$ cat config.mk
export PLATFORM = sky130hd
export DESIGN_NAME = hbd_host_bus_adapter
export DESIGN_NICKNAME = d
export VERILOG_FILES = /design/src/common/hbd_pkg.sv /design/src/common/hbd_sync_if.sv /design/src/verilog/hbd_host_bus_adapter.sv /design/src/verilog/hbd_input_sync.sv
export SDC_FILE = /design/constraint.sdc
export NUM_CORES = 1
export LEC_CHECK = 0
export BUFFER_PORTS_ARGS = -buffer_cell sky130_fd_sc_hd__buf_2
export CAP_MARGIN = 20
export CORE_MARGIN = 2
export CORE_UTILIZATION = 39
export DETAILED_ROUTE_END_ITERATION = 8
export GPL_TIMING_DRIVEN = 0
export PLACE_DENSITY = 0.62
export REMOVE_ABC_BUFFERS = 1
export SETUP_SLACK_MARGIN = 0.15
export SLEW_MARGIN = 20
export SYNTH_ARGS = -nofsm -noshare
export SYNTH_HDL_FRONTEND = slang
export SYNTH_HIERARCHICAL = 1
export SYNTH_SLANG_ARGS = --single-unit
export TNS_END_PERCENT = 50
$ cat constraint.sdc
create_clock -name clock -period 1.75 [get_ports clock]
set_input_delay 0.175 -clock clock [delete_from_list [all_inputs] [get_ports clock]]
set_output_delay 0.175 -clock clock [all_outputs]
set_load 0.02 [all_outputs]
$ cat src/common/hbd_pkg.sv
// Shared constants and types for the host bus adapter decode block.
package hbd_pkg;

   // ----------------------------------------------------------------
   // Timing.
   // ----------------------------------------------------------------
   localparam int unsigned CLOCK_NS           = 50;
   localparam int unsigned RESET_PULSE_NS     = 1000;
   localparam int unsigned RESET_PULSE_CALC   = (RESET_PULSE_NS + CLOCK_NS - 1) / CLOCK_NS;
   localparam logic [7:0]  RESET_PULSE_CYCLES = (RESET_PULSE_CALC < 1) ? 8'h01 : 8'(RESET_PULSE_CALC);
   localparam logic [2:0]  SYNC_SETTLE_CYCLES = 3'h4;

   // ----------------------------------------------------------------
   // Host address map.
   // ----------------------------------------------------------------
   localparam logic [9:0]  IO_BASE_FIRST   = 10'h200;
   localparam logic [9:0]  IO_BASE_STEP    = 10'h020;
   localparam logic [5:0]  ROM_BASE_FIRST  = 6'h30;
   localparam logic [2:0]  ROM_STRAP_OFF   = 3'h7;
   localparam logic [4:0]  OFS_LINK_LO     = 5'h08;
   localparam logic [4:0]  OFS_ID_ROM_LO   = 5'h10;
   localparam logic [4:0]  OFS_RESET_LO    = 5'h18;
   localparam int unsigned MODE_BIT_CTRL   = 0;
   localparam int unsigned MODE_BIT_WIDE   = 1;

   // ----------------------------------------------------------------
   // APB register map.
   // ----------------------------------------------------------------
   localparam int unsigned APB_ADDR_W          = 12;
   localparam logic [11:0] REG_CTRL            = 12'h000;
   localparam logic [11:0] REG_STATUS          = 12'h004;
   localparam logic [11:0] REG_COUNT           = 12'h008;
   localparam int unsigned CTRL_DECODE_EN_BIT  = 0;
   localparam int unsigned CTRL_SOFT_RESET_BIT = 1;
   localparam logic        CTRL_DECODE_EN_RST  = 1'b1;

   // ----------------------------------------------------------------
   // Types.
   // ----------------------------------------------------------------
   typedef struct packed {
      logic       aen;
      logic       dmaAckN;
      logic       iorN;
      logic       iowN;
      logic       smemrN;
      logic       host_channel_reset;
      logic       sysClk;
      logic       ctrlReadyN;
      logic       rxIrqN;
      logic       txIrqN;
      logic [5:0] sadrHi;
      logic [9:0] sadrLo;
      logic [2:0] ioStraps;
      logic [2:0] romStraps;
      logic [1:0] mode;
   } hbd_pins_t;

   typedef enum logic [1:0] {ST_IDLE, ST_ACCESS, ST_HOLD} hbd_state_t;

endpackage

$ cat src/common/hbd_sync_if.sv
// Carrier between the adapter top and its input synchroniser bank.
`timescale 1ns/1ps
interface hbd_sync_if #(parameter int W = 8);
   logic [W-1:0] raw;
   logic [W-1:0] clean;
   modport filter (input raw, output clean);
   modport user   (output raw, input clean);
endinterface

$ cat src/verilog/hbd_host_bus_adapter.sv
// Host expansion bus decode and glue for a LAN controller adapter.
// Notes on behaviour
// Host I/O cycles are decoded only while address enable is low.
// Eight controller I/O bases, picked by three I/O base straps.
// Seven boot ROM bases, picked by three ROM straps; code seven disables.
// Boot ROM select goes low for memory reads inside the strapped window.
// Node ID ROM select goes low for I/O reads of its slot.
// First controller mode: data select low for data register accesses.
// First controller mode: link select low for link control registers.
// Second controller mode: the link select pin is one controller chip select.
// The four low host address bits are latched for the controller.
// Narrow mode: pull the shared pin low to shorten the I/O cycle.
// Wide mode: pull the shared pin low to report a 16-bit channel.
// Host channel reset drives the adapter reset output.
// Cycle shortening is timed from the host system clock.
// Controller type and bus width come from two mode straps.
// Host uses separate low strobes for I/O read, I/O write, memory read.
// Host writes to offsets 0x18 to 0x1F also pulse the adapter reset.
// Controller read and write strobes follow valid host reads and writes.
// Channel ready is released once the controller reports ready, or earlier if the host strobe ends.
// Host interrupt follows either controller interrupt input.
// Nothing is decoded while DMA acknowledge is low.
// Low address bits decode I/O, high address bits decode boot ROM.
`timescale 1ns/1ps
module hbd_host_bus_adapter #(
   parameter int COUNT_W = 16
) (
   input  wire logic        clock,
   input  wire logic        resetn,
   input  wire logic [11:0] paddr,
   input  wire logic        psel,
   input  wire logic        penable,
   input  wire logic        pwrite,
   input  wire logic [31:0] pwdata,
   output logic      [31:0] prdata,
   output logic             pready,
   output logic             pslverr,
   input  wire logic [5:0]  hostAddrHigh,
   input  wire logic [9:0]  hostAddrLow,
   input  wire logic        addrEnable,
   input  wire logic        dmaAckN,
   input  wire logic        ioReadN,
   input  wire logic        ioWriteN,
   input  wire logic        memReadN,
   input  wire logic        hostChannelReset,
   input  wire logic        hostSysClock,
   input  wire logic [2:0]  ioBaseStraps,
   input  wire logic [2:0]  bootRomBaseStraps,
   input  wire logic [1:0]  modeStraps,
   input  wire logic [1:0]  hostChannelReadyOutsIn,
   output logic      [1:0]  hostChannelReadyOutsOut,
   output logic      [1:0]  hostChannelReadyOutsOe,
   input  wire logic        cycleShortenOrWideNIn,
   output logic             cycleShortenOrWideNOut,
   output logic             cycleShortenOrWideNOe,
   output logic             hostIrq,
   input  wire logic        ctrlReadyN,
   input  wire logic        ctrlRxIrqN,
   input  wire logic        ctrlTxOrAnyIrqN,
   output logic      [3:0]  latchedLowAddr,
   output logic             dataRegsSelectN,
   output logic             linkRegsOrCtrlSelectN,
   output logic             bootRomSelectN,
   output logic             nodeIdRomSelectN,
   output logic             ctrlReadN,
   output logic             ctrlWriteN,
   output logic             adapterReset
);

   typedef struct packed {
      hbd_pkg::hbd_state_t state;
      logic [2:0]          settle;
      logic                strapsTaken;
      logic [2:0]          ioStrap;
      logic [2:0]          romStrap;
      logic [1:0]          mode;
      logic                decodeEn;
      logic                prevSysClk;
      logic [3:0]          lowAddr;
      logic                dataSelN;
      logic                linkSelN;
      logic                romSelN;
      logic                idSelN;
      logic                readN;
      logic                writeN;
      logic [1:0]          readyOut;
      logic [1:0]          readyOe;
      logic                cycleOut;
      logic                cycleOe;
      logic [7:0]          rstCnt;
      logic                resetOut;
      logic                irq;
      logic [COUNT_W-1:0]  accCount;
      logic [31:0]         prdata;
      logic                pready;
      logic                pslverr;
   } hbd_top_state_t;

   hbd_top_state_t     q;
   hbd_top_state_t     next_q;
   hbd_pkg::hbd_pins_t pins;
   logic [4:0]         offset;
   logic [9:0]         ioBase;
   logic               ioCycle;
   logic               ioHit;
   logic               romHit;
   logic               ctrlHit;
   logic               idHit;
   logic               rstHit;
   logic               hostIdle;
   logic               sysClkRise;
   logic               wide;
   logic               apbDone;

   function automatic logic [9:0] ioBaseOf(input logic [2:0] code);
      ioBaseOf = hbd_pkg::IO_BASE_FIRST + hbd_pkg::IO_BASE_STEP * {7'h00, code};
   endfunction

   // ----------------------------------------------------------------
   // Every host and controller pin is asynchronous to the APB clock.
   // ----------------------------------------------------------------
   hbd_sync_if #(.W($bits(hbd_pkg::hbd_pins_t))) syncIf ();

   assign syncIf.raw = {addrEnable, dmaAckN, ioReadN, ioWriteN, memReadN, hostChannelReset, hostSysClock,
                        ctrlReadyN, ctrlRxIrqN, ctrlTxOrAnyIrqN, hostAddrHigh, hostAddrLow, ioBaseStraps,
                        bootRomBaseStraps, modeStraps};
   assign pins = syncIf.clean;

   hbd_input_sync #(.W($bits(hbd_pkg::hbd_pins_t))) inputSync (
      .clock  (clock),
      .resetn (resetn),
      .pins   (syncIf.filter)
   );

   // ----------------------------------------------------------------
   // Host cycle decode.
   // ----------------------------------------------------------------
   assign offset     = pins.sadrLo[4:0];
   assign ioBase     = ioBaseOf(q.ioStrap);
   assign wide       = q.mode[hbd_pkg::MODE_BIT_WIDE];
   assign hostIdle   = pins.iorN && pins.iowN && pins.smemrN;
   assign sysClkRise = pins.sysClk && !q.prevSysClk;
   assign ioCycle    = !pins.aen && pins.dmaAckN && (!pins.iorN || !pins.iowN);
   assign ioHit      = ioCycle && q.strapsTaken && q.decodeEn
                       && pins.sadrLo[9:5] == ioBase[9:5];
   assign romHit     = !pins.smemrN && pins.dmaAckN && q.strapsTaken && q.decodeEn
                       && q.romStrap != hbd_pkg::ROM_STRAP_OFF
                       && pins.sadrHi == hbd_pkg::ROM_BASE_FIRST + {3'h0, q.romStrap};
   assign ctrlHit    = ioHit && offset < hbd_pkg::OFS_ID_ROM_LO;
   assign idHit      = ioHit && !pins.iorN && offset >= hbd_pkg::OFS_ID_ROM_LO
                       && offset < hbd_pkg::OFS_RESET_LO;
   assign rstHit     = ioHit && !pins.iowN && offset >= hbd_pkg::OFS_RESET_LO;
   assign apbDone    = psel && penable && q.pready;

   always_comb begin
      next_q            = q;
      next_q.prevSysClk = pins.sysClk;
      next_q.irq        = !pins.rxIrqN || !pins.txIrqN;

      // Straps are sampled once the synchronisers have filled after reset.
      if (!q.strapsTaken) begin
         next_q.settle = q.settle + 3'h1;
         if (q.settle == hbd_pkg::SYNC_SETTLE_CYCLES) begin
            next_q.strapsTaken = 1'b1;
            next_q.ioStrap     = pins.ioStraps;
            next_q.romStrap    = pins.romStraps;
            next_q.mode        = pins.mode;
         end
      end

      // A host strobe that ends releases every select, strobe and pin enable, even mid-wait; a reset pulse runs on.
      if (q.state != hbd_pkg::ST_IDLE && hostIdle) begin
         next_q.state    = hbd_pkg::ST_IDLE;
         next_q.dataSelN = 1'b1;
         next_q.linkSelN = 1'b1;
         next_q.romSelN  = 1'b1;
         next_q.idSelN   = 1'b1;
         next_q.readN    = 1'b1;
         next_q.writeN   = 1'b1;
         next_q.readyOe  = 2'h0;
         next_q.cycleOe  = 1'b0;
      end else begin
         unique case (q.state)
            hbd_pkg::ST_IDLE: begin
               if (ctrlHit) begin
                  next_q.state   = hbd_pkg::ST_ACCESS;
                  next_q.lowAddr = pins.sadrLo[3:0];
                  if (q.mode[hbd_pkg::MODE_BIT_CTRL]) begin
                     next_q.linkSelN = 1'b0;
                  end else if (offset < hbd_pkg::OFS_LINK_LO) begin
                     next_q.dataSelN = 1'b0;
                  end else begin
                     next_q.linkSelN = 1'b0;
                  end
                  next_q.readN    = pins.iorN;
                  next_q.writeN   = pins.iowN;
                  next_q.readyOe  = 2'h3;
                  next_q.cycleOe  = wide;
                  next_q.accCount = q.accCount + 1'b1;
               end else if (idHit) begin
                  next_q.state    = hbd_pkg::ST_HOLD;
                  next_q.lowAddr  = pins.sadrLo[3:0];
                  next_q.idSelN   = 1'b0;
                  next_q.readN    = 1'b0;
                  next_q.accCount = q.accCount + 1'b1;
               end else if (romHit) begin
                  next_q.state    = hbd_pkg::ST_HOLD;
                  next_q.romSelN  = 1'b0;
                  next_q.readN    = 1'b0;
                  next_q.accCount = q.accCount + 1'b1;
               end else if (rstHit) begin
                  next_q.state  = hbd_pkg::ST_HOLD;
                  next_q.rstCnt = hbd_pkg::RESET_PULSE_CYCLES;
               end
            end
            hbd_pkg::ST_ACCESS: begin
               // Shortening must line up with a host clock edge.
               if (!wide && sysClkRise) begin
                  next_q.cycleOe = 1'b1;
               end
               if (!pins.ctrlReadyN) begin
                  next_q.readyOe = 2'h0;
                  next_q.state   = hbd_pkg::ST_HOLD;
               end
            end
            hbd_pkg::ST_HOLD: begin
            end
         endcase
      end

      // ----------------------------------------------------------------
      // APB slave: one wait state, then the answer stands for one cycle.
      // ----------------------------------------------------------------
      next_q.pready  = 1'b0;
      next_q.pslverr = 1'b0;
      if (psel && penable && !q.pready) begin
         next_q.pready = 1'b1;
         next_q.prdata = 32'h0000_0000;
         unique case (paddr)
            hbd_pkg::REG_CTRL:   next_q.prdata = {31'h0000_0000, q.decodeEn};
            hbd_pkg::REG_STATUS: next_q.prdata = {17'h0_0000, q.state != hbd_pkg::ST_IDLE, cycleShortenOrWideNIn,
                                                  hostChannelReadyOutsIn, q.irq, q.resetOut, q.strapsTaken,
                                                  q.mode, q.romStrap, q.ioStrap};
            hbd_pkg::REG_COUNT:  next_q.prdata = 32'(q.accCount);
            default:             next_q.pslverr = 1'b1;
         endcase
      end
      if (apbDone && pwrite && !q.pslverr) begin
         if (paddr == hbd_pkg::REG_CTRL) begin
            next_q.decodeEn = pwdata[hbd_pkg::CTRL_DECODE_EN_BIT];
            if (pwdata[hbd_pkg::CTRL_SOFT_RESET_BIT]) begin
               next_q.rstCnt = hbd_pkg::RESET_PULSE_CYCLES;
            end
         end else if (paddr == hbd_pkg::REG_COUNT) begin
            next_q.accCount = '0;
         end
      end

      // The reset pulse counter runs down; the channel reset holds the reset output as a level.
      if (q.rstCnt != 8'h00 && next_q.rstCnt == q.rstCnt) begin
         next_q.rstCnt = q.rstCnt - 8'h01;
      end
      next_q.resetOut = pins.host_channel_reset || q.rstCnt != 8'h00;
   end

   always_ff @(posedge clock) begin
      if (!resetn) begin
         q          <= '0;
         q.dataSelN <= 1'b1;
         q.linkSelN <= 1'b1;
         q.romSelN  <= 1'b1;
         q.idSelN   <= 1'b1;
         q.readN    <= 1'b1;
         q.writeN   <= 1'b1;
         q.decodeEn <= hbd_pkg::CTRL_DECODE_EN_RST;
         q.resetOut <= 1'b1;
      end else begin
         q <= next_q;
      end
   end

   assign prdata                  = q.prdata;
   assign pready                  = q.pready;
   assign pslverr                 = q.pslverr;
   assign hostChannelReadyOutsOut = q.readyOut;
   assign hostChannelReadyOutsOe  = q.readyOe;
   assign cycleShortenOrWideNOut  = q.cycleOut;
   assign cycleShortenOrWideNOe   = q.cycleOe;
   assign hostIrq                 = q.irq;
   assign latchedLowAddr          = q.lowAddr;
   assign dataRegsSelectN         = q.dataSelN;
   assign linkRegsOrCtrlSelectN   = q.linkSelN;
   assign bootRomSelectN          = q.romSelN;
   assign nodeIdRomSelectN        = q.idSelN;
   assign ctrlReadN               = q.readN;
   assign ctrlWriteN              = q.writeN;
   assign adapterReset            = q.resetOut;
endmodule

$ cat src/verilog/hbd_input_sync.sv
// Three-stage synchroniser bank; a bit changes once stages two and three agree.
`timescale 1ns/1ps
module hbd_input_sync #(
   parameter int W = 8
) (
   input wire logic   clock,
   input wire logic   resetn,
   hbd_sync_if.filter pins
);

   typedef struct packed {
      logic [W-1:0] s1;
      logic [W-1:0] s2;
      logic [W-1:0] s3;
      logic [W-1:0] clean;
   } hbd_sync_state_t;

   hbd_sync_state_t q;
   hbd_sync_state_t next_q;

   // ----------------------------------------------------------------
   // Stage one feeds stage two only; filtering looks at two and three.
   // ----------------------------------------------------------------
   always_comb begin
      next_q       = q;
      next_q.s1    = pins.raw;
      next_q.s2    = q.s1;
      next_q.s3    = q.s2;
      next_q.clean = (q.s3 & ~(q.s2 ^ q.s3)) | (q.clean & (q.s2 ^ q.s3));
   end

   always_ff @(posedge clock) begin
      if (!resetn) begin
         // The strobe and interrupt pins idle high, so reset loads ones and no false strobe or interrupt follows release.
         q <= '1;
      end else begin
         q <= next_q;
      end
   end

   assign pins.clean = q.clean;

endmodule

==> results.cfg <==
[clock_network]
cts_buffers = 22
clkTransAtPathRegs_ps = 60
clk_latency_ps = 500
clockBufferDepth = 3
numClockSinks = 208
h-tree-depth = 1
cts_root_buf = clkbuf_16
cts_tree = done

[grt]
grt_usage = 0.150
grt_pass1_vias = 5452
grt_max_degree = 106
grt_pass1_wl_mm = 27.2
antenna_found_initial = 0
overflow = 0

[route]
ant_nets = 0
wire_per_inst_um = 14.0
met2_length_mm = 7.96
drt-met1-wl_mm = 7.64
top_layer = met4
drt_pass1_iterations = 5
met3_length_mm = 1.07
vias = 6017
drt_iter0_markers = 383
via_per_inst = 4.94
totalWireLength_mm = 17.0
post-route-drc-count = 0

[status]
violations = setup timing
status = complete, but fails checks

[sta]
finalSetupViolations = 18
worst_hold_slack_ps = 40.9
max_freq_mhz = 537
skew_ps = 8.45
worst_pin_slew_ps = 720
tns_ps = -1170
slew_violations = 0
period_share = 1.06
hold_viol = 0
layout_setup_ws_ps = -113
fin_crit_ps = 1860
rsz0062_at_grt = yes
max_slew_margin = 0.517

[yosys]
yosys_warnings = 6
ys_types = 64
synth_edf_count = 0
synthArstFlopShare = 0
synth_area_leaders = dfxtp_1 51%, nand2b_1 8.2%, buf_4 7.4%, nor2_1 3.6%, a21oi_1 3.0%
netlist_area_sq_um = 8110
synth_top_area_share = 0.514
avgSynthCellArea_sq_um = 9.70
yosysTopAreaCell = dfxtp_1
synth_ff_type = dfxtp_1
syn_inst = 836
ys_ff_latch = 208
ys_seq_area_frac = 0.514

[floorplan]
fp.dieW_um = 148
row_count = 52
io_pins = 138
die_area_sq_um = 22000
coreArea_sq_um = 20300
start_util = 0.399
fp.dieH_um = 148

[worst_setup_path]
path_class = flip-flop to flip-flop
reg2reg_to = q[45]$_SDFF_PN0_
worstPathCellList = nor4bb_4 -> buf_4 -> nand2_2 -> buf_6 -> or3_4 -> a2111o_1 -> o21ai_1
worstPathRequired_ps = 2180
slowest_delay_ps = 370
crit_family = simple AND/OR/NAND/NOR gates
worst_path_max_delay_cell = a2111o_1
cp.arrival_ps = 2290
startpoint_type = flip-flop
path_depth = 7
cp-endpoint = q[45]$_SDFF_PN0_
crit_fanout = 3
critPathBufInv = 2
rr_worst_depth = 7
crit_path_end_kind = flip-flop
r2r_slack_ps = -110

[pwr]
cellPowerDensity_nw_per_um2 = 1050
ir_drop_v = 0.000585
p_leak_nw = 3.87

[place]
dp_slack_ps = -753
io_buffer_count = 88
place.gp.congestion = 0.755
place_area_sq_um = 8290
dp_hpwl_mm = 9.99

[min_path]
min-delay-path-class = input pin to flip-flop

[cells_and_area]
drive_above_1_share = 0.286
n_antenna_cell = 0
nets = 1025
fin_area_sq_um = 10300
syn_to_final_growth_pct = 27.2
nFillCells = 1840

[run]
maxCapViolations = 0
==> routing by layer <==
layer / track usage / vias up
met3: 0.0304 / 26
met5: 0 / -
met1: 0.201 / 2815
met2: 0.245 / 156
li1: - / 3020
met4: 0.0452 / 0
==> stage by stage <==
step                total power (W)  cells   util
detailed placement          0.00599   1103  0.408
global route                 0.0113   1218  0.508
floorplan                   0.00572    741      -
CTS                          0.0109   1208  0.494
global placement            0.00595   1099  0.404
finish                       0.0108   1218  0.508
==> cell type report <==
| class | instances | area, sq um | area share |
|---|---|---|---|
| multi-input combinational | 530 | 3790 | 0.368 |
| tap | 270 | 338 | 0.0328 |
| clock buffer | 34 | 667 | 0.0647 |
| sequential | 208 | 4200 | 0.408 |
| inverter | 7 | 26.3 | 0.00255 |
| timing repair buffer | 166 | 1210 | 0.118 |
| clock inverter | 3 | 67.6 | 0.00655 |
==> power breakdown <==
group	internal (W)	total [W]	switching [W]
Clock	0.00290	0.00467	0.00177
Sequential	0.00493	0.00508	0.000145
Combinational	0.000567	0.00109	0.000525
==> cells by family after synthesis <==
family          Yosys count  synth area share
simple gates            307             0.214
flops                   208             0.514
compound gates          169             0.137
buf+inv                 120            0.0969
mux                      17            0.0211
xor+xnor                 10            0.0108
fa+ha+maj                 4           0.00617
other cells               1          0.000463
==> Yosys cell counts, types with 14 or more instances <==
| cell type | n |
|---|---|
| dfxtp_1 | 208 |
| buf_4 | 80 |
| mux2i_1 | 16 |
| a21oi_1 | 49 |
| nand2_1 | 29 |
| nand2b_1 | 106 |
| nor2_1 | 77 |
| o21ai_0 | 39 |
| a2bb2oi_1 | 14 |
| nand3_1 | 19 |
| a32oi_1 | 14 |
| buf_2 | 15 |
==> worst register-to-register path, cell delays in order, from the launching register on <==
cell	delay [ps]
dfxtp_4	350
nor4bb_4	320
buf_4	160
nand2_2	50
buf_6	140
or3_4	340
a2111o_1	370
o21ai_1	80
==> how the worst min path moves through the flow <==
stage | start | endpoint | slack, ps | cells past startpoint
after floorplan | resetn | q[77]$_SDFFE_PN1P_ | 250 | 1
after global placement | hostAddrLow[1] | inputSync/next_q[77]$_SDFF_PN1_ | 350 | 2
after detailed placement | memReadN | inputSync/next_q[97]$_SDFF_PN1_ | 360 | 2
after CTS | resetn | q[52]$_SDFF_PN0_ | 30 | 3
after global routing | resetn | q[53]$_SDFF_PN0_ | 40 | 3
final | resetn | q[53]$_SDFF_PN0_ | 40 | 3
==> layout by cell type, fill, tap and decap left out, drive strengths merged, types with 4 or more instances in the layout <==
| cell type | instances |
|---|---|
| dfxtp | 208 |
| buf | 123 |
| nand2b | 106 |
| nor2 | 77 |
| a21oi | 58 |
| o21ai | 45 |
| dlygate4sd3 | 43 |
| clkbuf | 34 |
| nand2 | 29 |
| nand3 | 20 |
| conb | 19 |
| mux2i | 16 |
| a32oi | 14 |
| or4 | 14 |
| a2bb2oi | 14 |
| nor3 | 11 |
| o31ai | 11 |
| nand4 | 10 |
| nor4 | 9 |
| or3 | 8 |
| inv | 7 |
| xnor2 | 7 |
| and2 | 4 |
| o22ai | 4 |
| a21o | 4 |
| o32a | 4 |
| ha | 4 |
==> repair_timing <==
| action | in CTS | in global routing |
|---|---|---|
| setup buffers | 21 | 10 |
| gates cloned | 4 | 0 |
| hold endpoints to repair | 38 | 0 |
| pin swaps | 52 | 48 |
| gates resized for setup | 89 | 38 |
| setup endpoints to repair | 52 | 54 |
| hold buffers | 43 | 0 |
Power figures use the tool's default switching activity.
